### config.mk
export PLATFORM = sky130hd
export DESIGN_NAME = pllpd_ctrl
export DESIGN_NICKNAME = d
export VERILOG_FILES = /design/src/core/pllpd_ctrl.v /design/src/core/pllpd_divider.v
export VERILOG_INCLUDE_DIRS = /design/src /design/src/core
export SDC_FILE = /design/constraint.sdc
export NUM_CORES = 1
export LEC_CHECK = 0
export BUFFER_PORTS_ARGS = -buffer_cell sky130_fd_sc_hd__buf_2
export CORE_AREA = 2 2 78 155
export CTS_CLUSTER_SIZE = 10
export DETAILED_ROUTE_END_ITERATION = 10
export DIE_AREA = 0 0 80 157
export HOLD_SLACK_MARGIN = 0.15
export MAX_ROUTING_LAYER = met4
export PLACE_DENSITY = 0.71
export SLEW_MARGIN = 20
export SYNTH_ARGS = -nofsm -noshare
export SYNTH_HDL_FRONTEND = slang
export SYNTH_HIERARCHICAL = 1
export SYNTH_SLANG_ARGS = --single-unit
### constraint.sdc
create_clock -name core_clk -period 4.4 [get_ports core_clk]
set_input_delay 1.32 -clock core_clk [delete_from_list [all_inputs] [get_ports core_clk]]
set_output_delay 1.32 -clock core_clk [all_outputs]
set_load 0.005 [all_outputs]
### src/core/pllpd_regs.vh
/*
 * Constants for the clock ratio and power-down controller: register offsets,
 * field positions, mode codes and timing figures.
 * Assumes inclusion by bare name from the controller sources.
 */
`ifndef PLLPD_REGS_VH
`define PLLPD_REGS_VH

// ****************************************************************
// Register map (byte addresses on the Wishbone bus)
// ****************************************************************
`define PLLPD_CSR_ADDR      4'h0
`define PLLPD_STAT_ADDR     4'h4
`define PLLPD_CSR_RESET     32'h0000_0000

// ****************************************************************
// Sleep select field
// ****************************************************************
`define PLLPD_SLP_HI        15
`define PLLPD_SLP_LO        10
`define PLLPD_SLP_RUN       6'h00
`define PLLPD_SLP_LIGHT_EN  6'h09
`define PLLPD_SLP_LIGHT_ANY 6'h11
`define PLLPD_SLP_CLKSTOP   6'h1a
`define PLLPD_SLP_OSCSTOP   6'h1c

// ****************************************************************
// Ratio select codes
// ****************************************************************
`define PLLPD_RATIO_BYPASS  2'h0
`define PLLPD_RATIO_X6      2'h1
`define PLLPD_RATIO_X12     2'h2
`define PLLPD_RATIO_RSVD    2'h3

// ****************************************************************
// Timing
// ****************************************************************
`define PLLPD_LOCK_TYP_US   75
`define PLLPD_LOCK_MARGIN_PCT 150
`define PLLPD_CLK_MHZ       25
`define PLLPD_ENTRY_DELAY   4'h9
`define PLLPD_DIV4          3'h4
`define PLLPD_DIV6          3'h6

`endif

### src/core/pllpd_ctrl.v
/*
 * Clock ratio selection and power-down controller with a Wishbone slave.
 * Assumes the ratio straps come from board pins and are asynchronous, that
 * the PLL analog macro sits outside and reports lock, and that wake events
 * arrive as levels from the interrupt controller in the core clock domain.
 */
// Our own choices: the register addresses and the Wishbone interface to the registers.
// Overview of operation
// Strap 01 selects multiply by six, 10 by twelve, 11 is reserved.
// Undriven straps read 00 and select bypass at ratio one.
// Lock wait allows 150 percent beyond the 75 us typical; none in bypass.
// Sleep mode and wake method come from control register bits 15 to 10.
// Software should write all six sleep bits in one write.
// Software should write zero to the reserved top sleep bit.
// Gating acts on the reference clock path, the PLL output and the CPU clock.
// Field decodes run, two light sleeps, clock stop, oscillator stop.
// Clock stop and oscillator stop end only through device reset.
// Selected mode takes effect up to nine cycles after the write.
// Core clock is either PLL output or the reference passed through.
// Two output clocks at a quarter and a sixth of core frequency.
`default_nettype none
`include "pllpd_regs.vh"

module pllpd_ctrl #(
    parameter integer LOCK_CYCLES = ((`PLLPD_LOCK_TYP_US * (100 + `PLLPD_LOCK_MARGIN_PCT)
                                     * `PLLPD_CLK_MHZ) + 99) / 100
) (
    input  wire        core_clk,
    input  wire        rst_b,
    input  wire        wb_cyc_i,
    input  wire        wb_stb_i,
    input  wire        wb_we_i,
    input  wire [3:0]  wb_adr_i,
    input  wire [3:0]  wb_sel_i,
    input  wire [31:0] wb_dat_i,
    output reg  [31:0] wb_dat_o,
    output reg         wb_ack_o,
    output wire        wb_err_o,
    input  wire        ratio_select_high,
    input  wire        ratio_select_low,
    input  wire        pll_locked,
    input  wire        irq_enabled,
    input  wire        irq_any,
    output reg         pll_bypass_q,
    output reg  [1:0]  pll_ratio_q,
    output reg         pll_enable_q,
    output reg         ref_gate_en_q,
    output reg         pll_out_gate_en_q,
    output reg         cpu_clk_en_q,
    output reg         ratio_reserved_q,
    output wire        core_div4_output,
    output wire        core_div6_output
);
    // ****************************************************************
    // State codes
    // ****************************************************************
    localparam [2:0] ST_STRAP   = 3'h0;
    localparam [2:0] ST_LOCK    = 3'h1;
    localparam [2:0] ST_RUN     = 3'h2;
    localparam [2:0] ST_PEND    = 3'h3;
    localparam [2:0] ST_LIGHT   = 3'h4;
    localparam [2:0] ST_CLKSTOP = 3'h5;
    localparam [2:0] ST_OSCSTOP = 3'h6;

    // Is the sleep code one of the four documented sleep modes (run excluded).
    function valid_mode;
        input [5:0] m;
        begin
            valid_mode = (m == `PLLPD_SLP_LIGHT_EN) || (m == `PLLPD_SLP_LIGHT_ANY) ||
                         (m == `PLLPD_SLP_CLKSTOP) || (m == `PLLPD_SLP_OSCSTOP);
        end
    endfunction

    // Is the sleep code a deep mode that only reset leaves.
    function is_deep;
        input [5:0] m;
        begin
            is_deep = (m == `PLLPD_SLP_CLKSTOP) || (m == `PLLPD_SLP_OSCSTOP);
        end
    endfunction

    // ****************************************************************
    // Strap synchronisers
    // ****************************************************************
    reg [1:0] strap_meta_q;
    reg [1:0] strap_sync_q;

    // Two stages before any logic looks at the board straps. They have no reset, so the
    // straps settle through both stages while reset is held and are valid at release.
    always @(posedge core_clk) begin
        strap_meta_q <= {ratio_select_high, ratio_select_low};
        strap_sync_q <= strap_meta_q;
    end

    // ****************************************************************
    // Registers
    // ****************************************************************
    reg  [31:0] csr_q;
    reg  [2:0]  state_q;
    reg  [2:0]  state_d;
    reg  [31:0] lock_cnt_q;
    reg  [3:0]  entry_cnt_q;
    reg  [5:0]  active_mode_q;
    wire [5:0]  sleep_select_field = csr_q[`PLLPD_SLP_HI:`PLLPD_SLP_LO];
    wire        req       = wb_cyc_i & wb_stb_i;
    wire        hit_csr   = (wb_adr_i == `PLLPD_CSR_ADDR);
    wire        hit_stat  = (wb_adr_i == `PLLPD_STAT_ADDR);
    wire        csr_wr    = req & ~wb_ack_o & wb_we_i & hit_csr;
    wire        light_sleep            = (state_q == ST_LIGHT);
    wire        clock_stop_sleep       = (state_q == ST_CLKSTOP);
    wire        oscillator_stop_sleep  = (state_q == ST_OSCSTOP);
    wire        lock_done = (lock_cnt_q >= LOCK_CYCLES - 1);

    // Ack one cycle after the request; unmapped addresses answer with an error.
    assign wb_err_o = wb_ack_o & ~(hit_csr | hit_stat);

    // Bus slave: byte lane writes into the control register, registered reads.
    always @(posedge core_clk or negedge rst_b) begin
        if (!rst_b) begin
            csr_q    <= `PLLPD_CSR_RESET;
            wb_ack_o <= 1'b0;
            wb_dat_o <= 32'h0000_0000;
        end else begin
            wb_ack_o <= req & ~wb_ack_o;
            if (csr_wr) begin
                if (wb_sel_i[0]) csr_q[7:0]   <= wb_dat_i[7:0];
                if (wb_sel_i[1]) csr_q[15:8]  <= wb_dat_i[15:8];
                if (wb_sel_i[2]) csr_q[23:16] <= wb_dat_i[23:16];
                if (wb_sel_i[3]) csr_q[31:24] <= wb_dat_i[31:24];
            end else if (state_q == ST_LIGHT && state_d == ST_RUN) begin
                csr_q[`PLLPD_SLP_HI:`PLLPD_SLP_LO] <= `PLLPD_SLP_RUN;
            end
            if (req & ~wb_ack_o & ~wb_we_i) begin
                if (hit_csr)
                    wb_dat_o <= csr_q;
                else if (hit_stat)
                    wb_dat_o <= {19'h0, active_mode_q, pll_ratio_q, ratio_reserved_q,
                                 pll_locked, state_q};
                else
                    wb_dat_o <= 32'h0000_0000;
            end
        end
    end

    // ****************************************************************
    // Mode sequencer
    // ****************************************************************
    // Chooses next state from straps, lock, pending sleep requests and wakes.
    always @* begin
        state_d = state_q;
        case (state_q)
            ST_STRAP: begin
                if (strap_sync_q == `PLLPD_RATIO_BYPASS)
                    state_d = ST_RUN;
                else
                    state_d = ST_LOCK;
            end
            ST_LOCK: begin
                if (pll_locked | lock_done)
                    state_d = ST_RUN;
            end
            ST_RUN: begin
                if (valid_mode(sleep_select_field))
                    state_d = ST_PEND;
            end
            ST_PEND: begin
                if (entry_cnt_q == `PLLPD_ENTRY_DELAY - 4'h2) begin
                    if (active_mode_q == `PLLPD_SLP_CLKSTOP)
                        state_d = ST_CLKSTOP;
                    else if (active_mode_q == `PLLPD_SLP_OSCSTOP)
                        state_d = ST_OSCSTOP;
                    else
                        state_d = ST_LIGHT;
                end
            end
            ST_LIGHT: begin
                if (irq_enabled ||
                    (active_mode_q == `PLLPD_SLP_LIGHT_ANY && irq_any))
                    state_d = ST_RUN;
            end
            ST_CLKSTOP: state_d = ST_CLKSTOP;
            ST_OSCSTOP: state_d = ST_OSCSTOP;
            default:    state_d = ST_STRAP;
        endcase
    end

    // State, lock timer, entry delay and latched mode.
    always @(posedge core_clk or negedge rst_b) begin
        if (!rst_b) begin
            state_q       <= ST_STRAP;
            lock_cnt_q    <= 32'h0;
            entry_cnt_q   <= 4'h0;
            active_mode_q <= `PLLPD_SLP_RUN;
        end else begin
            state_q <= state_d;
            if (state_q == ST_LOCK)
                lock_cnt_q <= lock_cnt_q + 32'h1;
            else
                lock_cnt_q <= 32'h0;
            if (state_q == ST_PEND)
                entry_cnt_q <= entry_cnt_q + 4'h1;
            else
                entry_cnt_q <= 4'h0;
            if (state_q == ST_RUN && state_d == ST_PEND)
                active_mode_q <= sleep_select_field;
            else if (state_q == ST_LIGHT && state_d == ST_RUN)
                active_mode_q <= `PLLPD_SLP_RUN;
        end
    end

    // ****************************************************************
    // Ratio capture and clock gating
    // ****************************************************************
    // Straps are caught once, after reset release, then held.
    always @(posedge core_clk or negedge rst_b) begin
        if (!rst_b) begin
            pll_ratio_q      <= `PLLPD_RATIO_BYPASS;
            pll_bypass_q     <= 1'b1;
            ratio_reserved_q <= 1'b0;
        end else if (state_q == ST_STRAP) begin
            pll_ratio_q      <= strap_sync_q;
            pll_bypass_q     <= (strap_sync_q == `PLLPD_RATIO_BYPASS);
            ratio_reserved_q <= (strap_sync_q == `PLLPD_RATIO_RSVD);
        end
    end

    // Gates only the reference path, the PLL output and the CPU clock.
    always @(posedge core_clk or negedge rst_b) begin
        if (!rst_b) begin
            ref_gate_en_q     <= 1'b1;
            pll_out_gate_en_q <= 1'b1;
            pll_enable_q      <= 1'b0;
            cpu_clk_en_q      <= 1'b0;
        end else begin
            ref_gate_en_q     <= ~oscillator_stop_sleep;
            pll_out_gate_en_q <= ~(clock_stop_sleep | oscillator_stop_sleep);
            pll_enable_q      <= ~pll_bypass_q & ~oscillator_stop_sleep;
            cpu_clk_en_q      <= (state_q == ST_RUN) || (state_q == ST_PEND);
        end
    end

    // ****************************************************************
    // Derived output clocks
    // ****************************************************************
    wire div_run = ~(clock_stop_sleep | oscillator_stop_sleep) & ~light_sleep |
                   light_sleep;

    // Quarter rate output.
    pllpd_divider #(.DIV(`PLLPD_DIV4)) u_div4 (
        .core_clk  (core_clk),
        .rst_b     (rst_b),
        .run       (div_run & ~(clock_stop_sleep | oscillator_stop_sleep)),
        .clk_out_q (core_div4_output)
    );

    // Sixth rate output.
    pllpd_divider #(.DIV(`PLLPD_DIV6)) u_div6 (
        .core_clk  (core_clk),
        .rst_b     (rst_b),
        .run       (div_run & ~(clock_stop_sleep | oscillator_stop_sleep)),
        .clk_out_q (core_div6_output)
    );
endmodule // pllpd_ctrl

`default_nettype wire

### src/core/pllpd_divider.v
/*
 * Even integer clock divider producing a registered enable-style square wave.
 * Assumes a single free running clock and asynchronous active low reset.
 */
`default_nettype none

// ****************************************************************
// Divider
// ****************************************************************
module pllpd_divider #(
    parameter [2:0] DIV = 3'h4
) (
    input  wire       core_clk,
    input  wire       rst_b,
    input  wire       run,
    output reg        clk_out_q
);
    reg [2:0] cnt_q;

    // Counts core cycles and toggles the output at each half period.
    always @(posedge core_clk or negedge rst_b) begin
        if (!rst_b) begin
            cnt_q     <= 3'h0;
            clk_out_q <= 1'b0;
        end else if (run) begin
            if (cnt_q == (DIV >> 1) - 3'h1) begin
                cnt_q     <= 3'h0;
                clk_out_q <= ~clk_out_q;
            end else begin
                cnt_q <= cnt_q + 3'h1;
            end
        end
    end
endmodule // pllpd_divider

`default_nettype wire

* After elaboration in Yosys (flattened, before gate mapping)
Cells that the tools add are included.
** Word-level totals
- Bits in registers :: 130
- Input port bits :: 50
- Word-level logic and storage cells :: 110
** Cells by class
- Add/sub/neg operators :: 4
- Order comparisons :: 1
- Equality and inequality tests :: 21
- Multiplexer cells :: 18
- Bitwise gates (word level) :: 22
- Reductions and logical operators :: 20
** Operators by type and width (count)
- two-way mux 32 bit :: 2
- == test 6 x 5 -> 1 bit (second input constant) :: 6
- adder 32 x 1 -> 32 bit (second input constant) :: 1
- greater-or-equal comparator 32 x 13 -> 1 bit (second input constant) :: 1
- one-hot mux 3 bit (7 select lines) :: 1
- two-way mux 3 bit :: 6
- two-way mux 6 bit :: 3
- == test 3 x 2 -> 1 bit (second input constant) :: 5
- AND reduction 2 bit :: 7
- two-way mux 13 bit :: 1
- AND 1 bit :: 9
- == test 3 bit (second input constant) :: 3
- inverter 1 bit :: 9
- == test 4 x 3 -> 1 bit (second input constant) :: 2
- two-way mux 8 bit :: 1
- adder 3 x 1 -> 3 bit (second input constant) :: 2
- == test 3 x 1 -> 1 bit (second input constant) :: 2
- == test 6 x 4 -> 1 bit (second input constant) :: 1
- two-way mux 2 bit :: 3
- logical OR 1 bit :: 5
- adder 4 x 1 -> 4 bit (second input constant) :: 1
- logical NOT 4 bit :: 1
- two-way mux 4 bit :: 1
- OR 1 bit :: 4
- other kinds (6) :: 9

* Logic depth before layout (Yosys ltp)
- Depth after elaboration :: 10
- Gate-level depth with buffers :: 7

* Hierarchy
Netlist, hierarchy kept.
** By module, submodules not included
- pllpd_ctrl :: instances 1, cells an instance 460, area an instance 5258.8 µm², seq. area each 3036.7 µm²
- pllpd_divider at u_div6 :: instances 1, cells an instance 15, area an instance 175.2 µm², seq. area each 100.1 µm²
- pllpd_divider at u_div4 :: instances 1, cells an instance 12, area an instance 163.9 µm², seq. area each 100.1 µm²

* Worst setup path before layout
No wires, ideal clock.
- Path type :: input port to output port
- Start point :: input wb_adr_i[3]
- End point :: output wb_err_o
- Data arrival time :: 2203 ps
- Data required time :: 3080 ps
- Slack :: 877 ps
- Stages on the path :: 4
- Buffers on the path :: 2
- Path through :: or3_1 > buf_2 > clkbuf_1 > and2_1
** Between the ends
- Word-level cells in the longest chain between the ends :: 4
- Elaborated cells between the ends (all ways) :: 5
- Classes of those cells :: 1 x eq/ne; 3 x bitwise; 1 x reduce/logical
** RTL lines
- start: declaration :: RTL line pllpd_ctrl.v:33 : input wire [3:0] wb_adr_i,
- == test 4 x 3 -> 1 bit (no source line) / logical NOT 4 bit (equally long branches)
- OR 1 bit * :: RTL line pllpd_ctrl.v:115 : assign wb_err_o = wb_ack_o & ~(hit_csr | hit_stat);
- inverter 1 bit * :: RTL line pllpd_ctrl.v:115
- AND 1 bit * :: RTL line pllpd_ctrl.v:115
- end: declaration :: RTL line pllpd_ctrl.v:38 : output wire wb_err_o,
Every way passes the cells marked *; elsewhere a longest branch is shown, timed or not.

* Worst setup path after layout
Same ends and word-level chain as after synthesis.

==> run_results.csv <==
group,metric,value,unit
power_and_ir_drop,p_sw_frac,0.220,
route,drt-total-wl,13000,um
setup_path,cpMostUsedCell,"buf_2",
sta,grt_setup_unrepaired,"false",
route,drtPass1Iterations,4,
sta,slew_headroom,0.422,
route,vias,4115,
cts,clock_sinks,130,
route,route.detailed.drc,0,
cts,cts_htree_levels,4,
logic_synthesis,synthCells,487,
cts,clockRootBuffer,"clkbuf_16",
global_routing,overflow,0,
run,cap_violations,0,
sta,layout_worst_path_cycle_share,0.820,
floorplan,dieWidth,80,um
min_path,hold_class,"flop to flop",
cts,cts_hold_buffers,0,
power_and_ir_drop,power_switching,600,uW
floorplan,core,11300,um^2
logic_synthesis,synth_area_leaders,"dfrtp_1, mux2_2, a22o_1, xor2_1, mux2i_1",
power_and_ir_drop,clkPwrFrac,0.507,
sta,setup_viol,0,
setup_path,end_kind,"primary output",
layout,fill_cells,956,
cts,clockBufferDepth,2,
logic_synthesis,async_flop_share,0.969,
layout,fin_nets,637,
layout,layout-drive-gt1-share,0.289,
logic_synthesis,synth.net_count,539,
logic_synthesis,yosys.area.top_type,"dfrtp_1",
global_routing,grt_pass1_wl,21200,um
place,globalplace.congestion,0.824,
sta,fin_tns_setup,0,ns
place,dp_hpwl,9410,um
sta,slew_viol_final,0,
logic_synthesis,synthesis.area,5600,um^2
logic_synthesis,synth-seq-area-share,0.578,
setup_path,worstSetupPathType,"primary input to primary output",
logic_synthesis,synth.ff_latch_count,130,
route,avgRoutedWirePerCell,17.4,um
route,via_per_inst,5.54,
layout,area_growth,21.5,%
power_and_ir_drop,peakVddDrop,356,uV
cts,cts_setup_buffers,0,
cts,clk_latency,0.41,ns
sta,finalHoldViolations,0,
floorplan,ios,94,
global_routing,grt_pass1_vias,4347,
logic_synthesis,synth_edf_count,0,
sta,whs,0.328,ns
logic_synthesis,synthFlopType,"dfrtp_1",
power_and_ir_drop,power.total,2.73,mW
cts,cts_tree,"yes",
logic_synthesis,avgSynthCellArea,11.5,um^2
global_routing,antenna_found_initial,3,
power_and_ir_drop,pwr-share-seq,0.455,
power_and_ir_drop,cellPowerDensity,401,nW/um^2
logic_synthesis,yosys-top-cells-count,"dfrtp_1, nor2_1, nand2_1, mux2_2, a22o_1",
setup_path,slowest_delay,0.35,ns
layout,final_core_util,0.603,
setup_path,critPathArrivalTime,2.29,ns
run_status,outcome,"completed",
logic_synthesis,synth_most_common_cell,"dfrtp_1",
setup_path,critical_path_required,3.08,ns
setup_path,cpMaxStageDelayCell,"or3_1",
global_routing,grt_max_degree,71,
power_and_ir_drop,intPower,2.13,mW
floorplan,initial_core_util,0.496,
sta,max_slew.worst_pin.slew,0.867,ns
sta,period_minus_slack,3.61,ns
floorplan,rows,55,
sta,fmax,277,MHz
global_routing,grtUsageTotal,0.229,
route,drt-initial-drc-count,201,
layout,design_area,6800,um^2
cts,clk_pin_slew,0.05,ns
cts,cts_buffers,17,
logic_synthesis,yosys_warnings,6,
logic_synthesis,synth_top_area_share,0.550,
power_and_ir_drop,leakagePower,3.32,nW
setup_path,startpoint_type,"primary input",
place,dpl_cell_area,6200,um^2
place,numPortBuffers,93,
setup_path,crit_fanout,16,
power_and_ir_drop,p_comb_frac,0.038,
sta,skew,0.00783,ns
floorplan,fp.dieH,157,um
setup_path,cp_cell_sequence,"buf_2, or3_1, buf_4, and2_1, buf_2",
logic_synthesis,ys_types,49,
floorplan,die-area,12600,um^2
route,ant_nets,0,
cts,post_cts_resized,0,
==> critical path, delay by kind of cell <==
family / cells / cell delay, ns
buffers and inverters: 3 / 0.43
AND/OR/NAND/NOR: 2 / 0.53
==> per-stage QoR <==
stage          worst slack, ns  instances
6_report                 0.793        743
5_1_grt                  0.740        743
4_1_cts                  0.785        740
3_5_place_dp             0.789        708
3_3_place_gp             0.779        708
2_1_floorplan            0.877        487
==> kinds of logic after synthesis <==
group | Yosys count | synth area share
compound gates | 73 | 0.0952
xor+xnor | 32 | 0.0501
fa+ha+maj | 2 | 0.00447
buf+inv | 32 | 0.0235
flops | 130 | 0.578
mux | 48 | 0.0923
simple gates | 170 | 0.156
==> path summary, 6_finish.rpt <==
kind | startpoint | end | slack (ns) | depth (start not counted)
worst min-delay path | strap_meta_q[1] | strap_sync_q[1] | 0.33 | 0
worst min register to register | strap_meta_q[1] | strap_sync_q[1] | 0.33 | 0
min in group asynchronous | rst_b | wb_dat_o[16] | 1.03 | 1
worst max register to register | lock_cnt_q[12] | lock_cnt_q[29] | 2.22 | 5
worst max-delay path | wb_adr_i[3] | wb_err_o | 0.79 | 5
max in group asynchronous | rst_b | active_mode_q[5] | 2.55 | 2
==> cell type report <==
| class | instances | area (um^2) | share of cell area |
|---|---|---|---|
| diodes | 3 | 7.51 | 0.00110 |
| clock buffers | 19 | 453 | 0.0666 |
| clock inverters | 13 | 136 | 0.0201 |
| inverters | 12 | 45.0 | 0.00662 |
| multi-input cells | 325 | 2230 | 0.328 |
| flip-flops and latches | 130 | 3240 | 0.476 |
| well taps | 142 | 178 | 0.0261 |
| repair buffers | 99 | 513 | 0.0754 |
==> per-layer routing <==
metal / share of wire / vias up / GRT usage
met5: 0 / - / -
met3: 0.041 / 36 / 0.0487
li1: - / 1933 / -
met4: 0.031 / 0 / 0.119
met2: 0.56 / 112 / 0.396
met1: 0.37 / 2034 / 0.242
==> cell usage in the layout (no fill, tap or decap), types with 4 or more instances in the layout <==
cell / count
nand2_1: 40
clkinvlp_4: 4
or3_1: 7
dfxtp_1: 4
dfrtp_1: 123
o21ai_0: 11
buf_2: 92
mux2_2: 29
a21oi_1: 13
a22o_1: 25
buf_4: 7
and2_1: 4
xor2_1: 22
clkbuf_16: 17
nor3_1: 4
clkinv_2: 4
nor4_1: 7
nor2b_1: 4
mux2i_1: 19
nand4_1: 11
nor2_1: 42
xnor2_1: 10
nand3_1: 24
o31ai_1: 15
inv_1: 12
and3_1: 7
==> sequential cells by signal, summed over array words and instances (netlist names) <==
| name | flops |
|---|---|
| u_div4/cnt_q | 3 |
| wb_dat_o | 32 |
| pll_ratio_q | 2 |
| ref_gate_en_q | 1 |
| strap_meta_q | 2 |
| wb_ack_o | 1 |
| ratio_reserved_q | 1 |
| pll_enable_q | 1 |
| cpu_clk_en_q | 1 |
| strap_sync_q | 2 |
| entry_cnt_q | 4 |
| state_q | 3 |
| lock_cnt_q | 32 |
| u_div6/cnt_q | 3 |
| u_div4/clk_out_q | 1 |
| active_mode_q | 6 |
| u_div6/clk_out_q | 1 |
| pll_bypass_q | 1 |
| pll_out_gate_en_q | 1 |
| csr_q | 32 |
==> power groups by stage <==
stage,clock (mW),combinational [mW],sequential (mW)
finish,1.38,0.105,1.24
global route,1.45,0.117,1.24
CTS,1.40,0.108,1.24
detailed placement,0,0.107,1.26
global placement,0,0.103,1.26
floorplan,0,0.0439,1.26
(Power assumes the default switching activity.)
